==> src/core/rfp_consts.svh <==
`ifndef RFP_CONSTS_SVH
`define RFP_CONSTS_SVH

// command codes
`define RFP_CMD_LOAD 8'h11
`define RFP_CMD_UPDATE 8'h12
`define RFP_CMD_SIZE 8'h13

// profile code ranges
`define RFP_TX_FIRST 8'h00
`define RFP_TX_LAST 8'h1C
`define RFP_RX_FIRST 8'h80
`define RFP_RX_LAST 8'h9C
`define RFP_TX_GENERAL 8'h1C
`define RFP_RX_GENERAL 8'h9C
`define RFP_TX_PROFILES 6'h1D

// load parameter that leaves a configuration unchanged
`define RFP_KEEP 8'hFF

// update array layout and load parameter count
`define RFP_MAX_ELEMS 6'h2A
`define RFP_ELEM_LAST_POS 3'h5
`define RFP_LOAD_BYTES 3'h2

`endif

==> src/core/rfp_pkg.sv <==
package rfp_pkg;
  `include "rfp_consts.svh"

  typedef enum logic [6:0] {
    RFP_IDLE = 7'h01,
    RFP_COLLECT = 7'h02,
    RFP_COMMIT = 7'h04,
    RFP_SIZE = 7'h08,
    RFP_LOAD = 7'h10,
    RFP_SKIP = 7'h20,
    RFP_WAIT = 7'h40
  } rfp_state_e;

  typedef enum logic [1:0] {
    RFP_KIND_NONE = 2'h0,
    RFP_KIND_TX = 2'h1,
    RFP_KIND_RX = 2'h2
  } rfp_kind_e;

  // transmitter, receiver or neither
  function automatic rfp_kind_e code_kind(input logic [7:0] code);
    if (code <= `RFP_TX_LAST) begin
      return RFP_KIND_TX;
    end else if (code >= `RFP_RX_FIRST && code <= `RFP_RX_LAST) begin
      return RFP_KIND_RX;
    end else begin
      return RFP_KIND_NONE;
    end
  endfunction : code_kind

  // stored profile slot: transmitter slots first, receiver slots after
  function automatic logic [5:0] profile_index(input logic [7:0] code);
    logic [7:0] off;
    off = code - `RFP_RX_FIRST;
    if (code_kind(code) == RFP_KIND_RX) begin
      return off[5:0] + `RFP_TX_PROFILES;
    end else begin
      return code[5:0];
    end
  endfunction : profile_index

endpackage : rfp_pkg

==> src/core/rfp_cmd_core.sv <==
// Overview of operation
// - each profile code selects one fixed set
// - code 0x12 writes values into stored profiles
// - element is code, address, four value bytes
// - one to 42 elements, else exception
// - only addressed stored entries change
// - multi-byte values arrive lowest byte first
// - update code outside both ranges raises exception
// - register address must belong to profile
// - value field not four bytes raises exception
// - code 0x13 takes one profile byte
// - size query answers one count byte
// - size query bad code raises exception
// - load parameter 0xFF leaves configuration unchanged
`timescale 1ns/10ps
`include "rfp_consts.svh"

module rfp_cmd_core #(
  parameter logic [7:0] TX_REGS = 8'h08,
  parameter logic [7:0] RX_REGS = 8'h08,
  parameter logic [7:0] GT_REGS = 8'h10
) (
  // clock and reset
  input wire logic clk,
  input wire logic rst_n,
  // command bytes from the serial front end
  input wire logic rx_valid,
  input wire logic [7:0] rx_byte,
  input wire logic rx_end,
  // response byte and status
  output logic rsp_valid,
  output logic [7:0] rsp_byte,
  output logic exc,
  output logic done,
  output logic busy,
  // stored profile write port
  output logic nv_wr_en,
  output logic [5:0] nv_wr_profile,
  output logic [7:0] nv_wr_reg,
  output logic [31:0] nv_wr_data,
  // live configuration load
  output logic load_tx_go,
  output logic [7:0] load_tx_code,
  output logic load_rx_go,
  output logic [7:0] load_rx_code
);

  ////////////////////////////////////////////////////////////////////////////////
  // state

  // one staged update element
  typedef struct packed {
    logic [5:0] slot;
    logic [7:0] addr;
    logic [31:0] value;
  } rfp_elem_s;

  typedef struct packed {
    rfp_pkg::rfp_state_e state;
    logic rsp_valid;
    logic [7:0] rsp_byte;
    logic exc;
    logic done;
    logic busy;
    logic nv_wr_en;
    logic [5:0] nv_wr_profile;
    logic [7:0] nv_wr_reg;
    logic [31:0] nv_wr_data;
    logic load_tx_go;
    logic [7:0] load_tx_code;
    logic load_rx_go;
    logic [7:0] load_rx_code;
    logic [2:0] pos;
    logic [5:0] cnt;
    logic [5:0] ptr;
    logic [7:0] cur_code;
    logic [7:0] cur_addr;
    logic err;
    // staged until rx_end so a late fault leaves storage untouched
    rfp_elem_s [41:0] elems;
  } rfp_core_s;

  rfp_core_s st;
  rfp_core_s next_st;

  ////////////////////////////////////////////////////////////////////////////////
  // helpers

  logic [7:0] map_code;
  logic map_code_ok;
  logic map_reg_ok;
  logic [5:0] map_index;
  logic [7:0] map_count;
  logic [31:0] asm_word;
  logic asm_clear;
  logic asm_valid;
  logic [31:0] elem_value;
  logic commit_last;

  // size query looks at the incoming byte, update at the held code
  assign map_code = (st.state == rfp_pkg::RFP_SIZE) ? rx_byte : st.cur_code;

  rfp_profile_map #(
    .TX_REGS(TX_REGS),
    .RX_REGS(RX_REGS),
    .GT_REGS(GT_REGS)
  ) u_map (
    .code(map_code),
    .reg_addr(st.cur_addr),
    .code_ok(map_code_ok),
    .reg_ok(map_reg_ok),
    .index(map_index),
    .reg_count(map_count)
  );

  assign asm_clear = (st.state == rfp_pkg::RFP_COLLECT) && rx_valid && (st.pos == 3'h1);
  assign asm_valid = (st.state == rfp_pkg::RFP_COLLECT) && rx_valid && (st.pos >= 3'h2);

  rfp_le_word u_word (
    .clk(clk),
    .rst_n(rst_n),
    .clear(asm_clear),
    .byte_valid(asm_valid),
    .byte_in(rx_byte),
    .word(asm_word)
  );

  // last byte is the most significant one
  assign elem_value = {rx_byte, asm_word[31:8]};

  // final staged element leaves this cycle
  assign commit_last = (st.ptr == st.cnt - 6'h01);

  // a load byte passes when it keeps its side or names a profile of that side
  function automatic logic load_ok(input logic [7:0] code, input rfp_pkg::rfp_kind_e side);
    return (code == `RFP_KEEP) || (rfp_pkg::code_kind(code) == side);
  endfunction : load_ok

  ////////////////////////////////////////////////////////////////////////////////
  // next state

  always_comb begin
    next_st = st;
    next_st.rsp_valid = 1'b0;
    next_st.done = 1'b0;
    next_st.nv_wr_en = 1'b0;
    next_st.load_tx_go = 1'b0;
    next_st.load_rx_go = 1'b0;
    case (st.state)
      rfp_pkg::RFP_IDLE: begin
        next_st.busy = 1'b0;
        if (rx_valid) begin
          // a new command drops the last exception
          next_st.exc = 1'b0;
          next_st.busy = 1'b1;
          next_st.pos = 3'h0;
          next_st.cnt = 6'h00;
          next_st.err = 1'b0;
          case (rx_byte)
            `RFP_CMD_UPDATE: next_st.state = rfp_pkg::RFP_COLLECT;
            `RFP_CMD_SIZE: next_st.state = rfp_pkg::RFP_SIZE;
            `RFP_CMD_LOAD: next_st.state = rfp_pkg::RFP_LOAD;
            default: next_st.state = rfp_pkg::RFP_SKIP;
          endcase
        end
      end
      rfp_pkg::RFP_COLLECT: begin
        if (rx_end) begin
          // ragged tail or empty array rejects the whole command
          if (st.err || st.pos != 3'h0 || st.cnt == 6'h00) begin
            next_st.exc = 1'b1;
            next_st.done = 1'b1;
            next_st.state = rfp_pkg::RFP_IDLE;
          end else begin
            next_st.ptr = 6'h00;
            next_st.state = rfp_pkg::RFP_COMMIT;
          end
        end else if (rx_valid) begin
          if (st.pos == `RFP_ELEM_LAST_POS) begin
            next_st.pos = 3'h0;
            // after a fault elements are parsed but never staged
            if (st.cnt == `RFP_MAX_ELEMS) begin
              next_st.err = 1'b1;
            end else if (!map_code_ok) begin
              next_st.err = 1'b1;
            end else if (!map_reg_ok) begin
              next_st.err = 1'b1;
            end else if (!st.err) begin
              next_st.elems[st.cnt] = {map_index, st.cur_addr, elem_value};
              next_st.cnt = st.cnt + 6'h01;
            end
          end else begin
            next_st.pos = st.pos + 3'h1;
            if (st.pos == 3'h0) begin
              next_st.cur_code = rx_byte;
            end else if (st.pos == 3'h1) begin
              next_st.cur_addr = rx_byte;
            end
          end
        end
      end
      rfp_pkg::RFP_COMMIT: begin
        // one stored entry per cycle, nothing else touched
        next_st.nv_wr_en = 1'b1;
        next_st.nv_wr_profile = st.elems[st.ptr].slot;
        next_st.nv_wr_reg = st.elems[st.ptr].addr;
        next_st.nv_wr_data = st.elems[st.ptr].value;
        next_st.ptr = st.ptr + 6'h01;
        if (commit_last) begin
          next_st.done = 1'b1;
          next_st.state = rfp_pkg::RFP_IDLE;
        end
      end
      rfp_pkg::RFP_SIZE: begin
        if (rx_end) begin
          next_st.exc = 1'b1;
          next_st.done = 1'b1;
          next_st.state = rfp_pkg::RFP_IDLE;
        end else if (rx_valid) begin
          if (map_code_ok) begin
            next_st.rsp_valid = 1'b1;
            next_st.rsp_byte = map_count;
          end else begin
            next_st.exc = 1'b1;
          end
          // later parameter bytes are swallowed until rx_end
          next_st.state = rfp_pkg::RFP_SKIP;
        end
      end
      rfp_pkg::RFP_LOAD: begin
        if (rx_end) begin
          next_st.state = rfp_pkg::RFP_WAIT;
          if (st.pos != `RFP_LOAD_BYTES) begin
            next_st.exc = 1'b1;
          end else if (!load_ok(st.load_tx_code, rfp_pkg::RFP_KIND_TX) ||
                       !load_ok(st.load_rx_code, rfp_pkg::RFP_KIND_RX)) begin
            next_st.exc = 1'b1;
          end else begin
            next_st.load_tx_go = (st.load_tx_code != `RFP_KEEP);
            next_st.load_rx_go = (st.load_rx_code != `RFP_KEEP);
          end
        end else if (rx_valid && st.pos != `RFP_LOAD_BYTES) begin
          next_st.pos = st.pos + 3'h1;
          if (st.pos == 3'h0) begin
            next_st.load_tx_code = rx_byte;
          end else begin
            next_st.load_rx_code = rx_byte;
          end
        end else if (rx_valid) begin
          next_st.pos = 3'h3;
        end
      end
      rfp_pkg::RFP_WAIT: begin
        // load pulses leave one cycle before completion
        next_st.done = 1'b1;
        next_st.state = rfp_pkg::RFP_IDLE;
      end
      rfp_pkg::RFP_SKIP: begin
        if (rx_end) begin
          next_st.done = 1'b1;
          next_st.state = rfp_pkg::RFP_IDLE;
        end
      end
      default: begin
        next_st.state = rfp_pkg::RFP_IDLE;
      end
    endcase
  end

  ////////////////////////////////////////////////////////////////////////////////
  // registers

  always_ff @(posedge clk or negedge rst_n) begin
    if (!rst_n) begin
      st <= '0;
      st.state <= rfp_pkg::RFP_IDLE;
      // load codes rest at the keep value
      st.load_tx_code <= `RFP_KEEP;
      st.load_rx_code <= `RFP_KEEP;
    end else begin
      st <= next_st;
    end
  end

  ////////////////////////////////////////////////////////////////////////////////
  // outputs

  assign rsp_valid = st.rsp_valid;
  assign rsp_byte = st.rsp_byte;
  assign exc = st.exc;
  assign done = st.done;
  assign busy = st.busy;
  assign nv_wr_en = st.nv_wr_en;
  assign nv_wr_profile = st.nv_wr_profile;
  assign nv_wr_reg = st.nv_wr_reg;
  assign nv_wr_data = st.nv_wr_data;
  assign load_tx_go = st.load_tx_go;
  assign load_tx_code = st.load_tx_code;
  assign load_rx_go = st.load_rx_go;
  assign load_rx_code = st.load_rx_code;

endmodule : rfp_cmd_core

==> src/core/rfp_le_word.sv <==
`timescale 1ns/10ps
module rfp_le_word (
  // clock and reset
  input wire logic clk,
  input wire logic rst_n,
  // byte input
  input wire logic clear,
  input wire logic byte_valid,
  input wire logic [7:0] byte_in,
  // assembled word, first byte lowest
  output logic [31:0] word
);

  typedef struct packed {
    logic [31:0] word;
  } rfp_le_s;

  rfp_le_s st;
  rfp_le_s next_st;

  always_comb begin
    next_st = st;
    if (clear) begin
      next_st.word = 32'h0000_0000;
    end else if (byte_valid) begin
      next_st.word = {byte_in, st.word[31:8]};
    end
  end

  always_ff @(posedge clk or negedge rst_n) begin
    if (!rst_n) begin
      st <= '0;
    end else begin
      st <= next_st;
    end
  end

  assign word = st.word;

endmodule : rfp_le_word

==> src/core/rfp_profile_map.sv <==
`timescale 1ns/10ps
`include "rfp_consts.svh"
module rfp_profile_map #(
  parameter logic [7:0] TX_REGS = 8'h08,
  parameter logic [7:0] RX_REGS = 8'h08,
  parameter logic [7:0] GT_REGS = 8'h10
) (
  // query
  input wire logic [7:0] code,
  input wire logic [7:0] reg_addr,
  // answer
  output logic code_ok,
  output logic reg_ok,
  output logic [5:0] index,
  output logic [7:0] reg_count
);

  rfp_pkg::rfp_kind_e kind;

  always_comb begin
    kind = rfp_pkg::code_kind(code);
    code_ok = (kind != rfp_pkg::RFP_KIND_NONE);
    index = rfp_pkg::profile_index(code);
    if (!code_ok) begin
      reg_count = 8'h00;
    end else if (code == `RFP_TX_GENERAL || code == `RFP_RX_GENERAL) begin
      reg_count = GT_REGS;
    end else if (kind == rfp_pkg::RFP_KIND_TX) begin
      reg_count = TX_REGS;
    end else begin
      reg_count = RX_REGS;
    end
    reg_ok = code_ok && (reg_addr < reg_count);
  end

endmodule : rfp_profile_map
==> config.mk <==
export PLATFORM = sky130hd
export DESIGN_NAME = rfp_cmd_core
export DESIGN_NICKNAME = d
export VERILOG_FILES = /design/src/core/rfp_pkg.sv /design/src/core/rfp_cmd_core.sv /design/src/core/rfp_le_word.sv /design/src/core/rfp_profile_map.sv
export VERILOG_INCLUDE_DIRS = /design/src /design/src/core
export SDC_FILE = /design/constraint.sdc
export NUM_CORES = 2
export LEC_CHECK = 0
export ABC_CLOCK_PERIOD_IN_PS = 9550
export BUFFER_PORTS_ARGS = -buffer_cell sky130_fd_sc_hd__buf_2
export CAP_MARGIN = 20
export CELL_PAD_IN_SITES_DETAIL_PLACEMENT = 2
export CELL_PAD_IN_SITES_GLOBAL_PLACEMENT = 2
export CORE_UTILIZATION = 50
export CTS_CLUSTER_DIAMETER = 40
export DETAILED_ROUTE_END_ITERATION = 12
export GPL_TIMING_DRIVEN = 0
export PLACE_DENSITY_LB_ADDON = 0.1
export REMOVE_ABC_BUFFERS = 1
export SLEW_MARGIN = 20
export SYNTH_ARGS = -nofsm -noshare
export SYNTH_HDL_FRONTEND = slang
export SYNTH_SLANG_ARGS = --single-unit
==> constraint.sdc <==
create_clock -name clk -period 9.55 [get_ports clk]
set_input_delay 0.955 -clock clk [delete_from_list [all_inputs] [get_ports clk]]
set_output_delay 0.955 -clock clk [all_outputs]
set_load 0.005 [all_outputs]
==> run metrics <==
status finished with violations; failing checks capacitance limit, slew limit; Max Cap Viol 1; period utilization a little under nine tenths; Avg Cell Area, Syn 13.7 um2; max-slew violations 3; CTS tree built; placed insts 8871; largest fanout on the critical path 23; share of cells above drive strength 1 41.6%; most utilized layer in the global route result met2; hold_sp rx_valid; Die Ht 433 um; Max clock buf depth 4; Worst setup startpoint st[2046]$_DFFE_PN0P_; VDD IR max 0.250 mV; I/O Buffers 82; Leak Pwr 54.0 nW; Clock Skews 0.0764 ns; WP buf/inv 1; RSZ-0062 raised after global routing false; number of routed nets with antenna violations 0; synth warn 0; worst hold path class in2reg; clk_lat worst skew 1.01 ns; Period minus WS final 8.23 ns; detailed-placement wirelength estimate roughly 210 mm; crit-path leading delay family simple AND/OR/NAND/NOR gates; Hold Fails Final Rpt 0; M1 GR Usage between 50 and 60%; number of flops mapped to enable cells by yosys 0; Post-Syn Area approximately 0.093 mm2; Root Buffer clkbuf_16; Post-Syn Instances 6775; Core Rows between 150 and 200; CP max stage cell nor3_1; largest net degree at the start of global routing between 100 and 150; Die Wd between 400 and 500 um; CP Class reg2reg; DRC Markers 0; Distinct cells, synth between 70 and 80; Die Area 0.188 mm2; pre-CTS setup slack 2.33 ns; GRT Total Usage 43.2%; Worst-path clk slew 0.07 ns; most frequent cells in the layout dfrtp_1 (2015), mux2_2 (1553), nand2_1 (543); worst hold endpoint st[2041]$_DFFE_PN1P_; non-filler instance count after layout around 9500; I/O pins 89; DR pass1 iterations 7; Fmax 0.121 GHz; CTS buffer count 332; worst r2r src st[2046]$_DFFE_PN0P_; WL final 456 mm; initial cell density of the core between 50% and 60%; CTS resizes 0; Worst setup EP type flop; Crit path required time 10.41 ns; DR WL/cell around 48 um; area grow syn2layout 18.7%; core region area ~0.18 mm2; flip-flop and latch count after synthesis just over 2000; clk sinks 2066; slew margin rel. -12.9%; first-pass GRT wire length 583 mm; number of DRC markers in iteration 0 7839; most common cell after layout, fill and taps aside dfrtp_1; WHS Path Cells 2; storage element area 0.0518 mm2; delay of the slowest critical-path stage 1.38 ns; worst-margin pin slew 1.68 ns; RePlAce Congestion 0.766; Vias/cell around 7.4; most used cell, CP ha_1; Reg2Reg Depth 12; Fillers ~15000; PwrDens 208 mW/mm2; Startpoint Class flop; final net count 6768; multi-input logic area 0.0387 mm2; met2 layer usage reported by global route between 70% and 80%; grt total ovfl 0; Setup TNS Final 0 ns; vias in the first global route 75808; grt met3 use 9.51%; Post-CTS Setup Inserts 0; ys flop type dfrtp_1; initial antenna violation count 9; CP cell instances nor3_4 -> and2_1 -> mux2i_1 -> ha_1 -> o21ai_0 -> ha_1 -> or4_1 -> a31o_1 -> nor3_1 -> nand4b_4 -> buf_12 -> mux2_2; sequential area share after synthesis 55.6%; ys async rst share 100%; setup slack after layout 1.32 ns; vias 70478; htree depth 5; Setup-failing EPs final 0; Worst Path Arrival 9.09 ns; internal reg-to-reg setup slack 1.32 ns
## worst register-to-register path, cell delays in order (launching register included)
cell and delay [ns]:
dfrtp_1 0.50, nor3_4 0.61, and2_1 0.63, mux2i_1 0.94, ha_1 0.55, o21ai_0 0.29, ha_1 0.30, or4_1 0.60
a31o_1 0.50, nor3_1 1.38, nand4b_4 0.93, buf_12 0.47, mux2_2 0.42
## logic make-up after synthesis
| logic type | synth area share, % |
|---|---|
| muxes | 30.3 |
| DFF | 55.6 |
| and+or+nand+nor | 5.29 |
| AOI/OAI and AO/OA | 5.17 |
| buffers and inverters | 3.35 |
| adders and majority gates | 0.161 |
| xor gates and xnor gates | 0.113 |
| other | 0.00403 |
## stage by stage
stage / utilization (%) / cell area [um2] / hold WS (ns) / power (mW)
floorplan: - / 90000 / 0.444 / 9.48
global placement: 50.8 / 93400 / 0.456 / 9.98
detailed placement: 53.8 / 98900 / 0.465 / 9.74
CTS: 60.0 / 110000 / 0.353 / 22.6
global route: 60.0 / 110000 / 0.407 / 23.2
finish: 60.0 / 110000 / 0.446 / 22.9
## repair_timing
item | in CTS | in global routing
setup endpoints to repair | 0 | 0
hold endpoints to repair | 89 | 0
hold buffers | 1 | 0
## how the worst max path moves through the flow
stage / cells past startpoint / slack [ns] / to
detailed placement: 15 / 2.33 / flop
CTS: 15 / 1.87 / flop
global route: 14 / 1.57 / flop
global placement: 1 / -38.18 / asynchronous set/reset pin
finish: 12 / 1.32 / flop
floorplan: 5 / -13.77 / nv_wr_data[30]$_DFFE_PN0P_
## cell type report
class | count | area share, %
diodes | 9 | 0.0204
clock buffers | 409 | 8.28
clock inverters | 177 | 2.06
inverters | 16 | 0.0556
multi-input cells | 4000 | 35.1
flip-flops and latches | 2066 | 46.9
well taps | 2464 | 2.79
repair buffers | 328 | 4.78
## Yosys cell counts, types with 6 or more instances
cell / count / area [um2]
nand2b_1: 20 / 125
nand3_1: 26 / 130
buf_1: 61 / 229
mux2_1: 8 / 90.1
mux2_2: 1553 / 17500
clkbuf_1: 430 / 1610
nor4_1: 25 / 156
a211oi_1: 44 / 330
mux2i_1: 275 / 2750
o31ai_1: 6 / 45.0
inv_1: 15 / 56.3
xor2_1: 10 / 87.6
nor2_1: 82 / 308
buf_2: 136 / 681
nand2_1: 543 / 2040
o22ai_1: 55 / 344
nand4b_1: 7 / 61.3
dfrtp_1: 2049 / 51300
nor3_1: 37 / 185
and2_1: 133 / 832
a21oi_1: 70 / 350
nand4_1: 12 / 75.1
nand4_2: 37 / 463
and3_1: 7 / 43.8
o221ai_1: 33 / 289
o21ai_0: 447 / 2240
dfstp_2: 17 / 447
o2111ai_1: 6 / 52.6
a22oi_1: 69 / 518
mux4_2: 348 / 7840
ha_1: 12 / 150
buf_4: 71 / 533
nor2b_1: 21 / 131
a222oi_1: 30 / 300
## report_power, final
part,internal (mW),leakage (nW),total (mW),switching (mW)
Combinational,0.233,19.8,0.825,0.592
Sequential,8.78,28.7,8.85,0.0652
Clock,8.01,5.50,13.2,5.23
Total,17.0,54.0,22.9,5.89
## metal layers
metal	routed length [um]	vias to the layer above
met4	43800	20
met5	126	-
met3	41400	2630
li1	-	24600
met2	214000	5636
met1	157000	37592
Note: power is estimated with default switching activity, not from simulation.
